File: src/rtl/lcp_defs.vh
// Constants for the LED channel PWM and diagnostic control block.
// Assumes a 10 MHz system clock and serial pins synchronised inside.
`ifndef LCP_DEFS_VH
`define LCP_DEFS_VH
// Latch keys, counted in serial clock rising edges
`define LCP_KEY_SWITCH 4'h2
`define LCP_KEY_DATA 4'h4
`define LCP_KEY_GLOBAL 4'h6
`define LCP_KEY_OPEN 4'h9
`define LCP_KEY_SHORT 4'ha
`define LCP_KEY_COMB 4'hb
`define LCP_KEY_DETEND 4'hc
`define LCP_KEY_THERM 4'hd
// Configuration field positions
`define LCP_CFG_SHTH_LO 8
`define LCP_CFG_SHTH_HI 9
`define LCP_CFG_DET 7
`define LCP_CFG_AUTO 10
`define LCP_CFG_SLEW_LO 11
`define LCP_CFG_SLEW_HI 12
`define LCP_CFG_SDOF 13
`define LCP_CFG_NOGRAD 14
`define LCP_CFG_PWM12 15
`define LCP_CFG_RST 16'h0000
// APB register byte offsets
`define LCP_OFF_CFG 8'h00
`define LCP_OFF_STAT 8'h04
`define LCP_OFF_SW 8'h08
// Timing
`define LCP_CLK_NS 100
`define LCP_STAG_NS 10
`define LCP_STAG_CYC (((`LCP_STAG_NS / `LCP_CLK_NS) < 1) ? 1 : \
   (`LCP_STAG_NS / `LCP_CLK_NS))
`endif

File: src/rtl/lcp_led_ctrl.v
// Control logic of a 16-channel LED driver: serial load, PWM, diagnostics.
// Assumes serial, strobe and PWM clock pins are asynchronous to clk and
// slower than clk/4; analog comparators deliver static fault flags.
//
// The implementer's own choices: the APB interface to the registers and the placing of the registers.
`timescale 1ns/1ps
`include "lcp_defs.vh"
//
// Overview of operation
//
// The display controller talks to this block over four pins: a serial
// clock, a serial data line, a latch strobe and a separate PWM counter
// clock. None of these share the system clock, so every one of them goes
// through a two-stage synchroniser. A third stage on the clock-like pins
// gives the edge detectors a clean previous value to compare against.
//
// Commands are not carried as opcodes. Instead the controller holds the
// latch strobe high across the last few serial clock rising edges of a
// word, and the number of edges seen while the strobe stood high is the
// command key. The key is decoded only when the strobe falls, so a key is
// never acted upon half counted.
//
// Brightness words arrive one per channel, highest channel first. Each
// but the last is parked in a temporary buffer by the data latch key; the
// global latch key parks the last word and copies every buffer into the
// active brightness registers in the same clock, so the display never
// shows a mix of old and new frames.
//
// The PWM comparison runs against a free counter that advances only on
// the PWM clock pin. Until that pin toggles the counter sits at zero, so
// any channel whose compared brightness bits (the low 12 in 12-bit mode) are non-zero is simply on.
//
// Diagnostics: a start key arms open, short or combined checking, the
// end key freezes the per-channel verdict into the error data register,
// and the following serial clock edges shift it out, channel 15 first.
// The thermal key loads the same register with all ones or all zeros.
//
// Auto shutdown, when enabled, darkens every channel once an all-zero
// switch word is latched and refuses every key but the switch latch until
// a word with any bit set arrives.
//
// Configuration lives behind a small APB slave with no wait states.
// Limitation: serial pins must be slower than a quarter of clk, or edges
// are lost in the synchronisers; there is no error flag for that case.
//
module lcp_led_ctrl #(
   parameter NCH = 16,
   parameter BW = 16
) (
   // Clock and reset
   input wire clk,
   input wire resetn,
   // APB slave
   input wire psel,
   input wire penable,
   input wire pwrite,
   input wire [7:0] paddr,
   input wire [31:0] pwdata,
   output reg [31:0] prdata,
   output reg pready,
   output reg pslverr,
   // Serial link pins
   input wire serialClk,
   input wire serialIn,
   input wire latchStrobe,
   input wire pwmCountClock,
   output reg serialOut,
   // Analog side
   input wire [NCH-1:0] currentLow,
   input wire [NCH-1:0] voltageHigh,
   input wire overTemp,
   output wire [1:0] shortThreshSel,
   output wire [1:0] slewSel,
   output reg powerDown,
   output reg [NCH-1:0] channelOutputs
);
   localparam [1:0] DET_IDLE = 2'h0;
   localparam [1:0] DET_OPEN = 2'h1;
   localparam [1:0] DET_SHORT = 2'h2;
   localparam [1:0] DET_COMB = 2'h3;

   reg [15:0] cfg_q;
   reg [2:0] sck_q, le_q, pck_q;
   reg [1:0] sdi_q, tmp_q;
   // Analog fault flags resynchronised before the verdict logic reads them
   reg [NCH-1:0] curLow1_q, curLow2_q;
   reg [NCH-1:0] volHigh1_q, volHigh2_q;
   reg [1:0] detMode_q;
   reg [3:0] edgeCnt_q;
   reg [3:0] ptr_q;
   reg [BW-1:0] shift_q;
   reg [15:0] outShift_q;
   reg [15:0] errorData_q;
   reg [NCH-1:0] switch_q;
   reg [BW-1:0] tmpBuf [0:NCH-1];
   reg [BW-1:0] bright [0:NCH-1];
   reg [15:0] pwmCnt_q;
   reg [NCH-1:0] stag_q;
   reg [7:0] stagCnt_q;
   reg sdoBit_q;
   integer k;

   wire sckRise = sck_q[1] & ~sck_q[2];
   wire sckFall = ~sck_q[1] & sck_q[2];
   wire leFall = ~le_q[1] & le_q[2];
   wire pckRise = pck_q[1] & ~pck_q[2];
   wire is12 = cfg_q[`LCP_CFG_PWM12];
   wire apbWr = psel & penable & pwrite & pready;
   wire hit = (paddr == `LCP_OFF_CFG) | (paddr == `LCP_OFF_STAT) |
      (paddr == `LCP_OFF_SW);
   wire [15:0] cntTop = is12 ? 16'h0fff : 16'hffff;
   wire pwmWrap = pckRise & (pwmCnt_q == cntTop);
   wire detOn = ~cfg_q[`LCP_CFG_DET];
   wire [NCH-1:0] detOk;
   wire [NCH-1:0] pwmOn;

   // Analog settings come straight from configuration flops
   assign shortThreshSel = cfg_q[`LCP_CFG_SHTH_HI:`LCP_CFG_SHTH_LO];
   assign slewSel = cfg_q[`LCP_CFG_SLEW_HI:`LCP_CFG_SLEW_LO];

   // Two-stage synchronisers; edge detection compares the second stage with the third
   always @(posedge clk or negedge resetn) begin
      if (!resetn) begin
         sck_q <= 3'h0;
         le_q <= 3'h0;
         pck_q <= 3'h0;
         sdi_q <= 2'h0;
         tmp_q <= 2'h0;
         curLow1_q <= {NCH{1'b0}};
         curLow2_q <= {NCH{1'b0}};
         volHigh1_q <= {NCH{1'b0}};
         volHigh2_q <= {NCH{1'b0}};
      end else begin
         sck_q <= {sck_q[1:0], serialClk};
         le_q <= {le_q[1:0], latchStrobe};
         pck_q <= {pck_q[1:0], pwmCountClock};
         sdi_q <= {sdi_q[0], serialIn};
         tmp_q <= {tmp_q[0], overTemp};
         // Comparator outputs settle slowly; two flops are plenty
         curLow1_q <= currentLow;
         curLow2_q <= curLow1_q;
         volHigh1_q <= voltageHigh;
         volHigh2_q <= volHigh1_q;
      end
   end

   // APB slave: zero wait states, answers in the first access cycle
   always @(posedge clk or negedge resetn) begin
      if (!resetn) begin
         pready <= 1'b0;
         pslverr <= 1'b0;
         prdata <= 32'h00000000;
         cfg_q <= `LCP_CFG_RST;
      end else begin
         pready <= psel & ~penable;
         pslverr <= psel & ~penable & ~hit;
         // Writes return zero read data so a refused write shows no stale word
         if (psel & ~penable & pwrite)
            prdata <= 32'h00000000;
         if (psel & ~penable & ~pwrite) begin
            case (paddr)
               `LCP_OFF_CFG: prdata <= {16'h0000, cfg_q};
               `LCP_OFF_STAT: prdata <= {errorData_q, 12'h000, detMode_q,
                  tmp_q[1], powerDown};
               `LCP_OFF_SW: prdata <= {16'h0000, switch_q};
               default: prdata <= 32'h00000000;
            endcase
         end
         // Status and switch are read-only; writes there are dropped
         if (apbWr & (paddr == `LCP_OFF_CFG))
            cfg_q <= pwdata[15:0];
      end
   end

   // Detection outcome per channel, one means healthy
   genvar g;
   generate
      for (g = 0; g < NCH; g = g + 1) begin : gCh
         assign detOk[g] = ~switch_q[g] |
            (((detMode_q == DET_OPEN) | (detMode_q == DET_COMB)) ?
               ~curLow2_q[g] : 1'b1) &
            (((detMode_q == DET_SHORT) | (detMode_q == DET_COMB)) ?
               ~volHigh2_q[g] : 1'b1);
         // Upper nibble masked out in the short counter mode
         assign pwmOn[g] = (is12 ? (bright[g][11:0] > pwmCnt_q[11:0])
            : (bright[g] > pwmCnt_q));
      end
   endgenerate

   // Serial shift, key counting and key decode.
   // The input shift register also feeds the output shifter, so a chain
   // of blocks passes words along when no readout is pending.
   // Any key but the switch latch that lands during shutdown is dropped
   // without trace; the controller has to resend it after waking the block.
   always @(posedge clk or negedge resetn) begin
      if (!resetn) begin
         shift_q <= {BW{1'b0}};
         edgeCnt_q <= 4'h0;
         ptr_q <= 4'hf;
         switch_q <= {NCH{1'b0}};
         detMode_q <= DET_IDLE;
         errorData_q <= 16'h0000;
         outShift_q <= 16'h0000;
         sdoBit_q <= 1'b0;
         powerDown <= 1'b0;
         for (k = 0; k < NCH; k = k + 1) begin
            tmpBuf[k] <= {BW{1'b0}};
            bright[k] <= {BW{1'b0}};
         end
      end else begin
         if (sckRise) begin
            shift_q <= {shift_q[BW-2:0], sdi_q[1]};
            sdoBit_q <= outShift_q[15];
            outShift_q <= {outShift_q[14:0], shift_q[BW-1]};
            // Count saturates so long holds never alias a short key
            if (le_q[1] & (edgeCnt_q != 4'hf))
               edgeCnt_q <= edgeCnt_q + 4'h1;
         end
         if (leFall) begin
            edgeCnt_q <= 4'h0;
            if (edgeCnt_q == `LCP_KEY_SWITCH) begin
               switch_q <= shift_q[NCH-1:0];
               if (cfg_q[`LCP_CFG_AUTO])
                  powerDown <= (shift_q[NCH-1:0] == {NCH{1'b0}});
            end else if (!powerDown) begin
               case (edgeCnt_q)
                  `LCP_KEY_DATA: begin
                     tmpBuf[ptr_q] <= shift_q;
                     ptr_q <= ptr_q - 4'h1;
                  end
                  `LCP_KEY_GLOBAL: begin
                     for (k = 0; k < NCH; k = k + 1)
                        bright[k] <= (k == ptr_q) ? shift_q : tmpBuf[k];
                     tmpBuf[ptr_q] <= shift_q;
                     ptr_q <= 4'hf;
                  end
                  `LCP_KEY_OPEN:
                     if (detOn) detMode_q <= DET_OPEN;
                  `LCP_KEY_SHORT:
                     if (detOn) detMode_q <= DET_SHORT;
                  `LCP_KEY_COMB:
                     if (detOn) detMode_q <= DET_COMB;
                  `LCP_KEY_DETEND:
                     if (detMode_q != DET_IDLE) begin
                        errorData_q <= detOk;
                        outShift_q <= detOk;
                        detMode_q <= DET_IDLE;
                     end
                  `LCP_KEY_THERM: begin
                     errorData_q <= {16{tmp_q[1]}};
                     outShift_q <= {16{tmp_q[1]}};
                  end
                  default: ;
               endcase
            end
         end
         // Clearing the auto bit powers the device up again
         if (!cfg_q[`LCP_CFG_AUTO])
            powerDown <= 1'b0;
      end
   end

   // Serial output: rising edge by default, falling edge on request.
   // The falling-edge choice gives a chained neighbour half a serial
   // period of extra hold time at the cost of half a period of latency.
   always @(posedge clk or negedge resetn) begin
      if (!resetn)
         serialOut <= 1'b0;
      else if (cfg_q[`LCP_CFG_SDOF] ? sckFall : sckRise)
         serialOut <= cfg_q[`LCP_CFG_SDOF] ? sdoBit_q : outShift_q[15];
   end

   // PWM counter runs only on PWM clock edges; wraps at the mode's top.
   // Switching width mid-frame: a count already above the new top misses the wrap test, runs on to 16'hffff and overflows to zero without pwmWrap.
   always @(posedge clk or negedge resetn) begin
      if (!resetn)
         pwmCnt_q <= 16'h0000;
      else if (pckRise)
         pwmCnt_q <= pwmWrap ? 16'h0000 : pwmCnt_q + 16'h0001;
   end

   // Turn-on stagger: one more channel released each step after a wrap.
   // At 10 MHz the step cannot be finer than one clock.
   always @(posedge clk or negedge resetn) begin
      if (!resetn) begin
         stag_q <= {{NCH-1{1'b0}}, 1'b1};
         stagCnt_q <= 8'h00;
      end else if (pwmWrap) begin
         stag_q <= {{NCH-1{1'b0}}, 1'b1};
         stagCnt_q <= 8'h00;
      end else if (stagCnt_q == (`LCP_STAG_CYC - 1)) begin
         stag_q <= {stag_q[NCH-2:0], 1'b1};
         stagCnt_q <= 8'h00;
      end else
         stagCnt_q <= stagCnt_q + 8'h01;
   end

   // Channel drive: PWM, switch, stagger and power state combined.
   // Registered so the pins never glitch while the comparators settle.
   always @(posedge clk or negedge resetn) begin
      if (!resetn)
         channelOutputs <= {NCH{1'b0}};
      else
         channelOutputs <= pwmOn & switch_q & {NCH{~powerDown}} &
            (stag_q | {NCH{cfg_q[`LCP_CFG_NOGRAD]}});
   end
endmodule

File: config.mk
export PLATFORM = sky130hd
export DESIGN_NAME = lcp_led_ctrl
export DESIGN_NICKNAME = d
export VERILOG_FILES = /design/src/rtl/lcp_led_ctrl.v
export VERILOG_INCLUDE_DIRS = /design/src /design/src/rtl
export SDC_FILE = /design/constraint.sdc
export NUM_CORES = 2
export LEC_CHECK = 0
export BUFFER_PORTS_ARGS = -buffer_cell sky130_fd_sc_hd__buf_2
export CORE_MARGIN = 1
export CORE_UTILIZATION = 55
export DETAILED_ROUTE_END_ITERATION = 8
export PLACE_DENSITY = 0.77
export SETUP_SLACK_MARGIN = 0.02
export SYNTH_ARGS = -nofsm -noshare
export SYNTH_HDL_FRONTEND = slang
export SYNTH_SLANG_ARGS = --single-unit
File: constraint.sdc
create_clock -name clk -period 2.5 [get_ports clk]
set_input_delay 0.25 -clock clk [delete_from_list [all_inputs] [get_ports clk]]
set_output_delay 0.25 -clock clk [all_outputs]
set_load 0.005 [all_outputs]
==> flow_metrics.py <==
metrics = {
    "timing": {
        "slew_viol_final": 0,
        "rsz0062_at_grt": "false",
        "fmax_mhz": 420.1,
        "finalCritPeriodShare_pct": 95.22,
        "hold_violations": 0,
        "worst_slew_pin_slew_ns": 0.8185,
        "fin_crit_ns": 2.380,
        "slew-limit-headroom_pct": 45.43,
        "finalSetupTns_ns": 0,
        "setup_viol_count_final": 0,
        "setup_ws_ns": 0.1195,
        "fin_worst_skew_ns": 0.02247,
    },
    "setup_path": {
        "cp_max_fo": 14,
        "arrival_ns": 2.89,
        "critPathKind": "reg -> reg",
        "cp-start-kind": "flop",
        "setup.worst_path.start": "le_q[1]",
        "path_common_cell": "buf_12",
        "cpMaxStageDelayCell": "or3_2",
        "endpoint_kind": "flop",
        "timing.rr.end": "tmpBuf[128]",
        "cp.required_ns": 3.01,
        "path_cells": "nand4bb_1, or3_2, buf_12, nor2_4, buf_12, mux2_2",
        "path_depth": 6,
        "path_buf_inv": 2,
        "critPathTopFamily": "simple AND/OR/NAND/NOR gates",
        "crit_end": "tmpBuf[128]",
        "r2r_cells": 6,
        "r2r_slack_ns": 0.12,
        "r2r-start": "le_q[1]",
        "cpPeakStageDelay_ns": 0.51,
    },
    "layout": {
        "multiInputGateArea_sq_mm": 0.01691,
        "regArea_sq_mm": 0.01930,
        "areaGrowthSynthToFinish_pct": 14.65,
        "diodes": 0,
        "nets": 3745,
        "drive_gt1_share_pct": 18.76,
        "fillers": 5080,
    },
    "route": {
        "via_per_inst": 5.969,
        "drtIter0Drc": 2087,
        "m1WireLength_mm": 41.80,
        "route.vias.total": 25860,
        "route.detailed.wl_per_inst_um": 21.89,
        "drc": 0,
        "drt-total-wl_mm": 94.85,
        "first_pass_iters": 5,
        "met2_length_mm": 45.11,
        "dr_wl_met3_mm": 4.971,
        "maxUsedRoutingLayer": "met4",
        "ant_nets": 0,
    },
    "logic_synthesis": {
        "avgSynthCellArea_sq_um": 11.56,
        "synthCells": 3235,
        "synth_seq_cells": 771,
        "syn_area_sq_mm": 0.03740,
        "synthTopCellsByArea": "dfrtp_1, ha_1, mux2i_1, mux2_2, o21ai_0",
        "yosysWarnings": 0,
        "synth_top_area_share_pct": 51.32,
        "synth_top_cell_by_area": "dfrtp_1",
        "synth.most_common_cell": "dfrtp_1",
        "ys_seq_area_share_pct": 51.60,
        "synthFlopType": "dfrtp_1",
        "synth_edf_count": 0,
        "synth_nets": 3585,
        "synthTopCellsByCount": "dfrtp_1, nand2_1, o21ai_0",
        "async_flop_share_pct": 100.0,
        "synth.distinct_cells": 61,
    },
    "die": {
        "start_util_pct": 55.59,
        "die_h_um": 262.8,
        "core_area_sq_mm": 0.06728,
        "num_io_pins": 138,
        "num_rows": 95,
        "dieArea_sq_mm": 0.06905,
        "die_w_um": 262.8,
    },
    "clock_network": {
        "post_cts.repair.setup_buffers": 0,
        "cts.path.max_buffers": 3,
        "root_buffer": "clkbuf_16",
        "cts_resized": 0,
        "clkSinkCount": 771,
        "postCtsHoldBufs": 55,
        "clkTransAtPathRegs_ns": 0.06,
        "h-tree-depth": 3,
        "cts_buffers": 83,
        "insertion_delay_ns": 0.65,
        "cts_tree": "done",
    },
    "job": {
        "drv_cap": 0,
    },
    "power_and_ir_drop": {
        "p_per_area_mw_per_mm2": 727.1,
        "leakagePower_uw": 0.02176,
        "ir_worst_vdd_uv": 558.3,
    },
    "outcome": {
        "status": "completed",
    },
    "placement": {
        "dp_slack_ns": 0.1571,
        "port_buffers": 121,
        "place.gp.congestion": 0.8624,
        "dp_hpwl_mm": 59.71,
    },
    "global_route": {
        "grt_pass1_wl_mm": 148.7,
        "grt_use_total_pct": 27.72,
        "grt.overflow.total": 0,
        "grt_max_degree": 99,
        "grt_pass1_vias": 25830,
        "antenna_found_initial": 1,
    },
    "hold_path": {
        "holdCritPathClass": "in -> reg",
        "hold_depth": 3,
    },
}
logic make-up (layout without fill, tap and decap cells):
family | count (synthesis) | in the layout | share of synthesized area, %
DFF | 771 | 771 | 51.60
and+or+nand+nor | 661 | 661 | 8.530
AOI/OAI and AO/OA | 656 | 656 | 10.44
muxes | 586 | 586 | 16.71
buffers and inverters | 271 | 496 | 3.238
adders and majority gates | 268 | 268 | 8.965
xor gates and xnor gates | 22 | 22 | 0.5152
where the power goes:
part / leakage (uW) / total [uW] / internal [uW] / switching (uW)
Clock: 0.00137 / 12400 / 7260 / 5160
Combinational: 0.00993 / 5170 / 1710 / 3450
Sequential: 0.0105 / 13600 / 12800 / 772
per-layer routing:
metal,GRT usage (%),vias up
met5,0,-
met4,9.873,0
met3,3.945,169
met2,44.82,659
met1,38.27,13110
li1,-,11930
worst register-to-register path, cell delays in order, from the launching register on:
cell       delay [ns]
dfrtp_1          0.44
nand4bb_1        0.27
or3_2            0.52
buf_12           0.20
nor2_4           0.32
buf_12           0.18
mux2_2           0.33
sequential cells by signal, indices dropped and copies added (netlist names), 8 cells and up:
register,flops
bright,256
tmpBuf,256
prdata,32
cfg_q,16
channelOutputs,16
curLow1_q,16
curLow2_q,16
errorData_q,16
outShift_q,16
pwmCnt_q,16
shift_q,16
switch_q,16
volHigh1_q,16
volHigh2_q,16
stag_q,15
stagCnt_q,8
final cells by class:
type / instances / area share, %
timing repair buffer: 305 / 6.174
sequential: 771 / 45.01
clock inverter: 25 / 0.7236
tap: 873 / 2.547
inverter: 41 / 0.3589
multi-input combinational: 2193 / 39.44
clock buffer: 125 / 5.748
layout by cell type (no fill, tap or decap), drive strengths merged, types with 21 or more instances in the layout:
master / count
a211oi: 23
a21oi: 165
a22o: 59
buf: 250
clkbuf: 125
dfrtp: 767
dlygate4sd3: 55
ha: 268
inv: 43
mux2: 307
mux2i: 279
nand2: 378
nand2b: 21
nand3: 39
nand4: 37
nor2: 77
nor2b: 25
o211ai: 32
o21ai: 292
metrics by stage:
| stage | instances | utilization, % | instance area (sq um) | power (uW) | hold WS (ns) |
|---|---|---|---|---|---|
| finish | 4333 | 63.74 | 42880 | 31180 | 0.07474 |
| global route | 4333 | 63.74 | 42880 | 32180 | 0.09440 |
| CTS | 4333 | 63.74 | 42880 | 31200 | 0.05490 |
| detailed placement | 4128 | 58.79 | 39550 | 18780 | 0.2372 |
| global placement | 4128 | 58.79 | 39550 | 18660 | 0.2437 |
| floorplan | 3235 | - | 37400 | 16020 | -0.04559 |
worst min-delay path by stage:
stage / start / endpoint / slack, ns
final: paddr[2] / pslverr / 0.07
after global routing: paddr[2] / pslverr / 0.09
after CTS: paddr[2] / pslverr / 0.05
after detailed placement: resetn / prdata[8] / 0.24
after global placement: resetn / prdata[8] / 0.24
after floorplan: resetn / bright[0] / -0.05
(Power assumes the default switching activity.)
